[src/shared/down_timer_map.vh]
`ifndef DOWN_TIMER_MAP_VH
`define DOWN_TIMER_MAP_VH

// ----------------------------------------------------------------------
// Register map (byte addresses, one 32-bit word each)
// ----------------------------------------------------------------------
`define ADDR_WIDTH        7
`define CH_BASE_2         7'h00
`define CH_BASE_3         7'h20
`define GLOBAL_OFFSET     7'h40
`define OFS_CTRL_MODE     3'h0
`define OFS_CTRL_CLOCK    3'h1
`define OFS_COUNT         3'h2
`define OFS_UPPER         3'h3
`define OFS_DUTY_LOW      3'h4
`define OFS_PRESCALER     3'h5
`define OFS_TONE          3'h6
`define OFS_IRQ           3'h7

// ----------------------------------------------------------------------
// Mode control fields
// ----------------------------------------------------------------------
`define BIT_WAVE_OUT_EN   7
`define BIT_WAVE_ACT_LOW  6
`define BIT_FAST_OSC      3
`define BIT_ONE_SHOT      2
`define BIT_RELOAD_SEL    1
`define BIT_RUN_ENABLE    0

// ----------------------------------------------------------------------
// Clock control fields
// ----------------------------------------------------------------------
`define BIT_HALF_STEP     6
`define BIT_CLK_SRC       5
`define BIT_EDGE_SEL      4
`define BIT_PRESC_EN_N    3
`define FLD_RATIO_HI      2
`define FLD_RATIO_LO      0

// ----------------------------------------------------------------------
// Upper bits, tone, irq fields
// ----------------------------------------------------------------------
`define FLD_RELOAD_HI     5
`define FLD_RELOAD_LO     4
`define FLD_DUTYH_HI      1
`define FLD_DUTYH_LO      0
`define BIT_TONE_EN       7
`define BIT_TONE_SRC      3
`define BIT_FLAG          0
`define BIT_IRQ_EN        1
`define BIT_GLOBAL_IRQ    0

// ----------------------------------------------------------------------
// Reset values and constants
// ----------------------------------------------------------------------
`define RST_BYTE          8'h00
`define RST_COUNT         10'h3ff
`define ALL_ONES_COUNT    10'h3ff
`define RESP_OKAY         2'b00
`define RESP_SLVERR       2'b10

`endif
[src/rtl/down_timer_pair.v]
// Overview of operation
// - Each channel has a 10-bit down counter fed by a prescaler.
// - Upper reload bits then low byte; running continuous channel loads at underflow.
// - Stopped channel loads counter immediately on low reload write.
// - Count location reads the live counter value.
// - Fast oscillator select wins; else source bit picks pin or instr.
// - Edge select 1 counts falling pin edges, 0 rising edges.
// - Prescaler active when enable_n is 0; divides 1:2 to 1:256.
// - Prescaler counter value is readable per channel.
// - One-shot counts down once to zero, underflows, then stops.
// - Continuous with reload set restores stored initial value.
// - Continuous with reload clear restarts from 0x3FF unless a new reload is pending.
// - Underflow sets flag; irq when channel and global enables set.
// - Flag stays set until firmware writes 0 to it.
// - Wave enable routes PWM to its pin and forces output direction.
// - Polarity bit 1 makes PWM active low, 0 active high.
// - Duty 0 never active; 0x3FF active 1023 input clocks.
// - Upper duty bits then low byte; active duty updates at underflow.
// - Third channel on fast oscillator: half-step bit stretches pulse.
// - Tone enable drives buzzer on its pin unless wave enabled, forcing output direction.
// - Tone source bit 3 picks prescaler or timer; low bits divide.
`timescale 1ns/100ps
`default_nettype none
`include "down_timer_map.vh"

module down_timer_pair (
  // Clock and reset
  input  wire        aclk,
  input  wire        aresetn,
  // AXI4-Lite write address and data
  input  wire        s_axi_awvalid,
  output reg         s_axi_awready,
  input  wire [31:0] s_axi_awaddr,
  input  wire        s_axi_wvalid,
  output reg         s_axi_wready,
  input  wire [31:0] s_axi_wdata,
  input  wire [3:0]  s_axi_wstrb,
  // AXI4-Lite write response
  output reg         s_axi_bvalid,
  input  wire        s_axi_bready,
  output reg  [1:0]  s_axi_bresp,
  // AXI4-Lite read
  input  wire        s_axi_arvalid,
  output reg         s_axi_arready,
  input  wire [31:0] s_axi_araddr,
  output reg         s_axi_rvalid,
  input  wire        s_axi_rready,
  output reg  [31:0] s_axi_rdata,
  output reg  [1:0]  s_axi_rresp,
  // Count sources, ticks one aclk cycle wide
  input  wire        instruction_tick,
  input  wire        internal_fast_oscillator,
  input  wire        external_count_pin,
  // Pins
  output reg         port_b_line_2,
  output reg         port_b_line_2_oe,
  output reg         port_b_line_5,
  output reg         port_b_line_5_oe,
  output reg         port_a_line_2,
  output reg         port_a_line_2_oe,
  // Interrupt requests
  output reg         ch2_irq_request,
  output reg         ch3_irq_request
);

  // --------------------------------------------------------------------
  // External pin synchroniser and edge detect
  // --------------------------------------------------------------------
  reg ext_meta;
  reg ext_sync;
  reg ext_last;
  // Edge register resets to the idle low of the pin: no false edge
  wire ext_rise = ext_sync & ~ext_last;
  wire ext_fall = ~ext_sync & ext_last;

  always @(posedge aclk) begin
    if (!aresetn) begin
      ext_meta <= 1'b0;
      ext_sync <= 1'b0;
      ext_last <= 1'b0;
    end else begin
      ext_meta <= external_count_pin;
      ext_sync <= ext_meta;
      ext_last <= ext_sync;
    end
  end

  // --------------------------------------------------------------------
  // AXI4-Lite slave
  // --------------------------------------------------------------------
  // One write and one read in flight; slots reopen after the answer,
  // trading throughput for a slave with no queue
  reg [`ADDR_WIDTH-1:0] aw_addr;
  reg [31:0]            w_data;
  reg                   w_byte0;
  reg                   global_irq_enable;
  wire                  wr_fire = ~s_axi_awready & ~s_axi_wready &
                                  ~s_axi_bvalid;
  wire                  wr_ok   = ~aw_addr[6] ||
                                  aw_addr == `GLOBAL_OFFSET;
  // A write without lane 0 to a mapped address is answered OKAY and leaves registers alone
  wire                  wr_en   = wr_fire & wr_ok & w_byte0;
  wire [`ADDR_WIDTH-1:0] ar_addr = s_axi_araddr[`ADDR_WIDTH-1:0];
  wire [31:0]           ch_rdata [0:1];
  wire [1:0]            ch_irq;
  wire [1:0]            ch_wave_en;
  wire [1:0]            ch_wave_lvl;
  wire [1:0]            ch_tone_en;
  wire [1:0]            ch_tone_lvl;
  wire                  ar_global = ar_addr == `GLOBAL_OFFSET;
  wire                  ar_ok   = ~ar_addr[6] || ar_global;
  reg  [31:0]           next_rdata;

  always @* begin
    if (ar_global)
      next_rdata = {31'h0, global_irq_enable};
    else if (ar_ok)
      next_rdata = ch_rdata[ar_addr[5]];
    else
      next_rdata = 32'h0;
  end

  always @(posedge aclk) begin
    if (!aresetn) begin
      s_axi_awready <= 1'b1;
      s_axi_wready  <= 1'b1;
      s_axi_bvalid  <= 1'b0;
      s_axi_bresp   <= `RESP_OKAY;
      s_axi_arready <= 1'b1;
      s_axi_rvalid  <= 1'b0;
      s_axi_rdata   <= 32'h0;
      s_axi_rresp   <= `RESP_OKAY;
      aw_addr       <= {`ADDR_WIDTH{1'b0}};
      w_data        <= 32'h0;
      w_byte0       <= 1'b0;
    end else begin
      if (s_axi_awvalid && s_axi_awready) begin
        aw_addr       <= s_axi_awaddr[`ADDR_WIDTH-1:0];
        s_axi_awready <= 1'b0;
      end
      if (s_axi_wvalid && s_axi_wready) begin
        w_data       <= s_axi_wdata;
        w_byte0      <= s_axi_wstrb[0];
        s_axi_wready <= 1'b0;
      end
      if (wr_fire) begin
        s_axi_bvalid <= 1'b1;
        s_axi_bresp  <= wr_ok ? `RESP_OKAY : `RESP_SLVERR;
      end
      // Address and data slots reopen only after the response is taken
      if (s_axi_bvalid && s_axi_bready) begin
        s_axi_bvalid  <= 1'b0;
        s_axi_awready <= 1'b1;
        s_axi_wready  <= 1'b1;
      end
      if (s_axi_arvalid && s_axi_arready) begin
        s_axi_arready <= 1'b0;
        s_axi_rvalid  <= 1'b1;
        s_axi_rdata   <= next_rdata;
        s_axi_rresp   <= ar_ok ? `RESP_OKAY : `RESP_SLVERR;
      end
      if (s_axi_rvalid && s_axi_rready) begin
        s_axi_rvalid  <= 1'b0;
        s_axi_arready <= 1'b1;
      end
    end
  end

  always @(posedge aclk) begin
    if (!aresetn)
      global_irq_enable <= 1'b0;
    else if (wr_en && aw_addr == `GLOBAL_OFFSET)
      global_irq_enable <= w_data[`BIT_GLOBAL_IRQ];
  end

  // --------------------------------------------------------------------
  // Timer channels: index 0 is channel 2, index 1 is channel 3
  // --------------------------------------------------------------------
  genvar g;
  generate
    for (g = 0; g < 2; g = g + 1) begin : chan
      reg  [7:0] ctrl_mode;
      reg  [7:0] ctrl_clock;
      reg  [7:0] tone_cfg;
      reg  [1:0] reload_hi_pend;
      reg  [1:0] duty_hi_pend;
      reg  [9:0] reload_buf;
      reg  [9:0] duty_buf;
      reg  [9:0] duty_act;
      reg  [9:0] count;
      reg        reload_pend;
      reg        done;
      reg        flag;
      reg        irq_en;
      reg  [7:0] presc;
      reg  [6:0] tone_cnt;
      reg        tone_lvl;
      reg        active_d;

      wire       sel     = wr_en && ~aw_addr[6] && (aw_addr[5] == (g == 1));
      wire [2:0] reg_idx = aw_addr[4:2];
      wire       wr_low  = sel && reg_idx == `OFS_COUNT;
      wire       run_bit = ctrl_mode[`BIT_RUN_ENABLE];
      wire       running = run_bit & ~done;
      wire       src_tick = ctrl_mode[`BIT_FAST_OSC] ?
                            internal_fast_oscillator :
                            ctrl_clock[`BIT_CLK_SRC] ?
                            (ctrl_clock[`BIT_EDGE_SEL] ?
                             ext_fall : ext_rise) : instruction_tick;
      wire [7:0] pmask   = ~(8'hfe << ctrl_clock[`FLD_RATIO_HI:`FLD_RATIO_LO]);
      // Prescaler pulses when the selected low bits are all ones
      wire       ptick   = ctrl_clock[`BIT_PRESC_EN_N] ? src_tick :
                           src_tick && ((presc | ~pmask) == 8'hff);
      wire       underflow = running && ptick && count == 10'h0;
      wire [9:0] new_reload = {reload_hi_pend, w_data[7:0]};
      wire       active  = run_bit && count < duty_act;
      // Stretch is one aclk, the finest step this clock domain has
      wire       stretch = (g == 1) && ctrl_clock[`BIT_HALF_STEP] &&
                           ctrl_mode[`BIT_FAST_OSC];
      wire       tsrc    = tone_cfg[`BIT_TONE_SRC] ? underflow : ptick;
      wire [6:0] tmask   = ~(7'h7f << tone_cfg[2:0]);
      reg  [31:0] rword;

      // ----------------------------------------------------------------
      // Readback and pin levels
      // ----------------------------------------------------------------
      always @* begin
        case (ar_addr[4:2])
          `OFS_CTRL_MODE:  rword = {24'h0, ctrl_mode};
          `OFS_CTRL_CLOCK: rword = {24'h0, ctrl_clock};
          `OFS_COUNT:      rword = {22'h0, count};
          `OFS_UPPER:      rword = {26'h0, reload_hi_pend, 2'b00,
                                    duty_hi_pend};
          `OFS_DUTY_LOW:   rword = {24'h0, duty_buf[7:0]};
          `OFS_PRESCALER:  rword = {24'h0, presc};
          `OFS_TONE:       rword = {24'h0, tone_cfg};
          `OFS_IRQ:        rword = {30'h0, irq_en, flag};
          default:         rword = 32'h0;
        endcase
      end
      assign ch_rdata[g]    = rword;
      assign ch_irq[g]      = flag & irq_en & global_irq_enable;
      assign ch_wave_en[g]  = ctrl_mode[`BIT_WAVE_OUT_EN];
      assign ch_wave_lvl[g] = (active | (stretch & active_d)) ^
                              ctrl_mode[`BIT_WAVE_ACT_LOW];
      assign ch_tone_en[g]  = tone_cfg[`BIT_TONE_EN];
      assign ch_tone_lvl[g] = tone_lvl;

      // ----------------------------------------------------------------
      // Register file
      // ----------------------------------------------------------------
      always @(posedge aclk) begin
        if (!aresetn) begin
          ctrl_mode      <= `RST_BYTE;
          ctrl_clock     <= `RST_BYTE;
          tone_cfg       <= `RST_BYTE;
          reload_hi_pend <= 2'b00;
          duty_hi_pend   <= 2'b00;
          reload_buf     <= `RST_COUNT;
          duty_buf       <= 10'h0;
          irq_en         <= 1'b0;
        end else if (sel) begin
          case (reg_idx)
            `OFS_CTRL_MODE:  ctrl_mode <= w_data[7:0];
            `OFS_CTRL_CLOCK: ctrl_clock <= (g == 1) ? w_data[7:0] :
                                           {1'b0, 1'b0, w_data[5:0]};
            `OFS_COUNT:      reload_buf <= new_reload;
            `OFS_UPPER: begin
              reload_hi_pend <= w_data[`FLD_RELOAD_HI:`FLD_RELOAD_LO];
              duty_hi_pend   <= w_data[`FLD_DUTYH_HI:`FLD_DUTYH_LO];
            end
            `OFS_DUTY_LOW:   duty_buf <= {duty_hi_pend, w_data[7:0]};
            `OFS_TONE:       tone_cfg <= {w_data[7], 3'b000, w_data[3:0]};
            `OFS_IRQ:        irq_en <= w_data[`BIT_IRQ_EN];
            default:         irq_en <= irq_en;
          endcase
        end
      end

      // ----------------------------------------------------------------
      // Prescaler, counter and flag
      // ----------------------------------------------------------------
      always @(posedge aclk) begin
        if (!aresetn) begin
          count       <= `RST_COUNT;
          reload_pend <= 1'b0;
          done        <= 1'b0;
          duty_act    <= 10'h0;
          presc       <= 8'h00;
          flag        <= 1'b0;
          active_d    <= 1'b0;
        end else begin
          active_d <= active;
          if (src_tick && !ctrl_clock[`BIT_PRESC_EN_N])
            presc <= presc + 8'h01;
          // Set wins over a firmware clear in the same cycle
          flag <= underflow |
                  (flag & ~(sel && reg_idx == `OFS_IRQ &&
                            !w_data[`BIT_FLAG]));
          if (underflow || !run_bit)
            duty_act <= duty_buf;
          if (sel && reg_idx == `OFS_CTRL_MODE &&
              w_data[`BIT_RUN_ENABLE] && !run_bit)
            done <= 1'b0;
          if (wr_low && !run_bit) begin
            count       <= new_reload;
            reload_pend <= 1'b0;
            done        <= 1'b0;
          end else if (running && ptick) begin
            if (count != 10'h0) begin
              count <= count - 10'h001;
              if (wr_low)
                reload_pend <= 1'b1;
            end else if (ctrl_mode[`BIT_ONE_SHOT]) begin
              done        <= 1'b1;
              // A reload written in this very cycle waits for the next one
              reload_pend <= wr_low;
            end else begin
              count <= (reload_pend || ctrl_mode[`BIT_RELOAD_SEL]) ?
                       reload_buf : `ALL_ONES_COUNT;
              reload_pend <= wr_low;
            end
          end else if (wr_low) begin
            reload_pend <= 1'b1;
          end
        end
      end

      // ----------------------------------------------------------------
      // Tone divider
      // ----------------------------------------------------------------
      always @(posedge aclk) begin
        if (!aresetn) begin
          tone_cnt <= 7'h00;
          tone_lvl <= 1'b0;
        end else if (tsrc) begin
          tone_cnt <= tone_cnt + 7'h01;
          if ((tone_cnt | ~tmask) == 7'h7f)
            tone_lvl <= ~tone_lvl;
        end
      end
    end
  endgenerate

  // --------------------------------------------------------------------
  // Pin routing, wave before tone
  // --------------------------------------------------------------------
  always @(posedge aclk) begin
    if (!aresetn) begin
      port_b_line_2    <= 1'b0;
      port_b_line_2_oe <= 1'b0;
      port_b_line_5    <= 1'b0;
      port_b_line_5_oe <= 1'b0;
      port_a_line_2    <= 1'b0;
      port_a_line_2_oe <= 1'b0;
      ch2_irq_request  <= 1'b0;
      ch3_irq_request  <= 1'b0;
    end else begin
      port_b_line_2    <= ch_wave_en[0] ? ch_wave_lvl[0] :
                          ch_tone_lvl[0];
      port_b_line_2_oe <= ch_wave_en[0] | ch_tone_en[0];
      port_b_line_5    <= ch_wave_lvl[0];
      port_b_line_5_oe <= ch_wave_en[0];
      port_a_line_2    <= ch_wave_en[1] ? ch_wave_lvl[1] :
                          ch_tone_lvl[1];
      port_a_line_2_oe <= ch_wave_en[1] | ch_tone_en[1];
      ch2_irq_request  <= ch_irq[0];
      ch3_irq_request  <= ch_irq[1];
    end
  end

endmodule // down_timer_pair
`default_nettype wire

[config.mk]
export PLATFORM = sky130hd
export DESIGN_NAME = down_timer_pair
export DESIGN_NICKNAME = d
export VERILOG_FILES = /design/src/rtl/down_timer_pair.v
export VERILOG_INCLUDE_DIRS = /design/src /design/src/shared
export SDC_FILE = /design/constraint.sdc
export NUM_CORES = 1
export LEC_CHECK = 0
export BUFFER_PORTS_ARGS = -buffer_cell sky130_fd_sc_hd__buf_4
export CORE_UTILIZATION = 57
export DETAILED_ROUTE_END_ITERATION = 16
export PLACE_DENSITY_LB_ADDON = 0.2
export SLEW_MARGIN = 20
export SYNTH_ARGS = -nofsm -noshare
export SYNTH_HDL_FRONTEND = slang
export SYNTH_SLANG_ARGS = --single-unit
[constraint.sdc]
create_clock -name aclk -period 3.9 [get_ports aclk]
set_clock_uncertainty 0.1 [all_clocks]
set_input_delay 0 -clock aclk [delete_from_list [all_inputs] [get_ports aclk]]
set_output_delay 0 -clock aclk [all_outputs]
set_load 0.1 [all_outputs]
==> metrics.md <==
| Metric | Value |
|---|---|
| Status | `completed` |
| Clock Latency Late Sink | `0.53 ns` |
| Syn Area/Cell | `8.16 µm²` |
| Area of the multi-input gates | `5710 µm²` |
| Flop and latch count out of synthesis | `214` |
| Max VDD drop | `0.000378 V` |
| Crit Path Category | `reg2reg` |
| Die Y | `138 µm` |
| CTS Buf Count | `24` |
| # DRC | `0` |
| Post-synth top area share | `40.6%` |
| Leakage | `4.83 nW` |
| DRT iter0 DRCs | `934` |
| CTS H-tree lvls | `1` |
| Area growth syn-to-layout | `16.6%` |
| Die area | `19100 µm²` |
| First-pass GRT wire length | `48.0 mm` |
| Synth area leader | `dfxtp_1` |
| Die W | `138 µm` |
| Clk sinks | `214` |
| Reg area | `4280 µm²` |
| Syn. warnings | `0` |
| Pwr dens | `425 nW/µm²` |
| R2r startpoint | `chan[0].count[1]$_SDFFE_PN1P_` |
| Core area | `18000 µm²` |
| Max-Cap Viols | `0` |
| GRT Util Overall | `31.3%` |
| Vias | `9651` |
| Via density per instance | `6.05` |
| Post-layout minimum cycle time | `3.25 ns` |
| Non-filler cells, final | `1596` |
| Root Buffer | `clkbuf_16` |
| Initial DRT Pass Iterations | `6` |
| Ys async rst share | `0%` |
| Slew @ Worst Pin | `1.15 ns` |
| CTS tree | `built` |
| Final hold vios | `0` |
| Cell count after synthesis | `1293` |
| Layout cells sized above 1 | `10.5%` |
| Top achievable clock speed | `308 MHz` |
| Startpoint Class | `flip-flop` |
| PortBufs | `57` |
| Gpl congestion | `0.877` |
| TNS Setup | `0 ns` |
| Worst Path Max Fanout | `13` |
| Area contributors post-synth | `dfxtp_1, nand2_1, mux2i_1` |
| Post-CTS Resized | `0` |
| Netlist Area Pre-Place | `10500 µm²` |
| Std cell rows | `49` |
| Number of global-route vias before repair | `8996` |
| Hold Crit Class | `in2reg` |
| Clock slew seen by the registers of the worst setup and hold paths | `0.06 ns` |
| Dpl hpwl | `18.9 mm` |
| CP startpoint | `chan[0].count[1]$_SDFFE_PN1P_` |
| Antenna violations before repair | `1` |
| Final #Nets | `1483` |
| Pins Over Slew Limit | `0` |
| Post-synth top cells | `dfxtp_1, nand2_1, nor2_1, nand3_1, a21oi_1` |
| Final worst-path cycle share | `83.3%` |
| Seq/Total Area, Yosys | `40.6%` |
| Overflow after GRT | `0` |
| I/O Pins | `159` |
| Relative max-transition margin | `23.1%` |
| Worst path required time | `4.25 ns` |
| Dpl cells | `1506` |
| Cell with the most instances after synthesis | `dfxtp_1` |
| Starting density of the core | `58.5%` |
| Post-CTS Setup Inserts | `0` |
| Main synth FF type | `dfxtp_1` |
| Wirelength per Cell | `18.8 µm` |
| Critical path endpoint category | `flip-flop` |
| Post-layout util | `68.2%` |
| Number of synthesized flops with an enable pin | `0` |
| Arrival time worst endpoint | `3.60 ns` |
| Final wirelength | `30.0 mm` |
| Post-route antenna net violation count | `0` |
| Largest net degree at the start of global routing | `75` |
| Final setup viols | `0` |
| Antenna cells | `0` |
| Fill cell count | `1503` |
| Netlist cell types | `71` |
| Worst hold start | `s_axi_araddr[2]` |
| RSZ-0062 raised after global routing | `false` |
| CTS max path bufs | `3` |
## state kept, by name, indices dropped and copies added (netlist names), 4 cells and up
name / count
chan.duty_act: 20
chan.duty_hi_pend: 4
chan.presc: 16
aw_addr: 7
chan.ctrl_clock: 14
chan.ctrl_mode: 16
chan.tone_cnt: 14
chan.tone_cfg: 10
chan.count: 20
chan.reload_hi_pend: 4
s_axi_rdata: 10
w_data: 8
chan.duty_buf: 20
chan.reload_buf: 20
## report_power, final
| part | internal (mW) | total (mW) | switching [mW] |
|---|---|---|---|
| logic | 0.132 | 0.468 | 0.335 |
| registers | 2.21 | 2.28 | 0.0633 |
| clock network | 1.56 | 2.48 | 0.922 |
| total | 3.91 | 5.23 | 1.32 |
## final timing paths
kind	endpoint	slack, ns	depth (start not counted)
setup reg to reg	chan[0].tone_cnt[3]$_SDFFE_PN0P_	0.65	8
setup / recovery	chan[0].tone_cnt[3]$_SDFFE_PN0P_	0.65	8
hold reg to reg	ext_sync$_SDFF_PN0_	0.34	1
hold / removal	s_axi_rdata[3]$_SDFFE_PN0P_	0.04	4
## logic make-up after synthesis
kind of cell / share of synthesized area [%]
AOI/OAI and AO/OA: 14.7
xor gates and xnor gates: 2.66
adders and majority gates: 2.85
buffers and inverters: 6.17
DFF: 40.6
muxes: 8.86
other: 0.0356
and+or+nand+nor: 24.1
## routing by layer
| layer | global-route usage [%] | wire [µm] |
|---|---|---|
| met5 | 0 | 0 |
| met4 | 11.3 | 905 |
| met3 | 4.12 | 2430 |
| met2 | 49.3 | 13700 |
| met1 | 43.9 | 13000 |
## worst max-delay path, stage by stage (launching register included)
cell and delay (ns):
dfxtp_1 0.35, inv_1 0.10, ha_1 0.24, or4b_4 0.53, or3_4 0.49, o21ai_2 0.17, or4b_1 0.63, or3_1 0.41
a21oi_1 0.15
## cell usage in the layout, fill, tap and decap left out, types with 17 or more instances in the layout
| master | instances |
|---|---|
| conb_1 | 24 |
| o31ai_1 | 23 |
| mux2i_1 | 63 |
| a21oi_1 | 95 |
| inv_1 | 38 |
| xnor2_1 | 20 |
| nand3_1 | 104 |
| nand4_1 | 17 |
| dfxtp_1 | 214 |
| o21ai_0 | 45 |
| dlygate4sd3_1 | 46 |
| buf_4 | 67 |
| ha_1 | 24 |
| nor2_1 | 139 |
| nor3_1 | 28 |
| nand2_1 | 180 |
| clkbuf_16 | 25 |
## metrics by stage
stage	hold slack, ns	total power [mW]	worst slack, ns	cell area, µm²
6_report	0.0406	5.23	0.650	12300
5_1_grt	0.0799	5.36	0.399	12300
4_1_cts	0.0154	5.23	0.658	12300
3_5_place_dp	0.112	2.74	0.658	11000
3_3_place_gp	0.109	2.74	0.740	11000
2_1_floorplan	0.0273	2.65	1.04	10600
## timing repair
action	4_1_cts	5_1_grt
hold buffers	46	0
endpoints found under the hold margin	63	0
endpoints found under the setup margin	0	0
## layout make-up
class                   count  area share, %
multi-input cells         954           46.4
flip-flops and latches    214           34.8
clock buffers              35           5.96
repair buffers            114           8.00
well taps                 229           2.33
inverters                  41           1.27
clock inverters             9           1.18
Power figures use the tool's default switching activity.
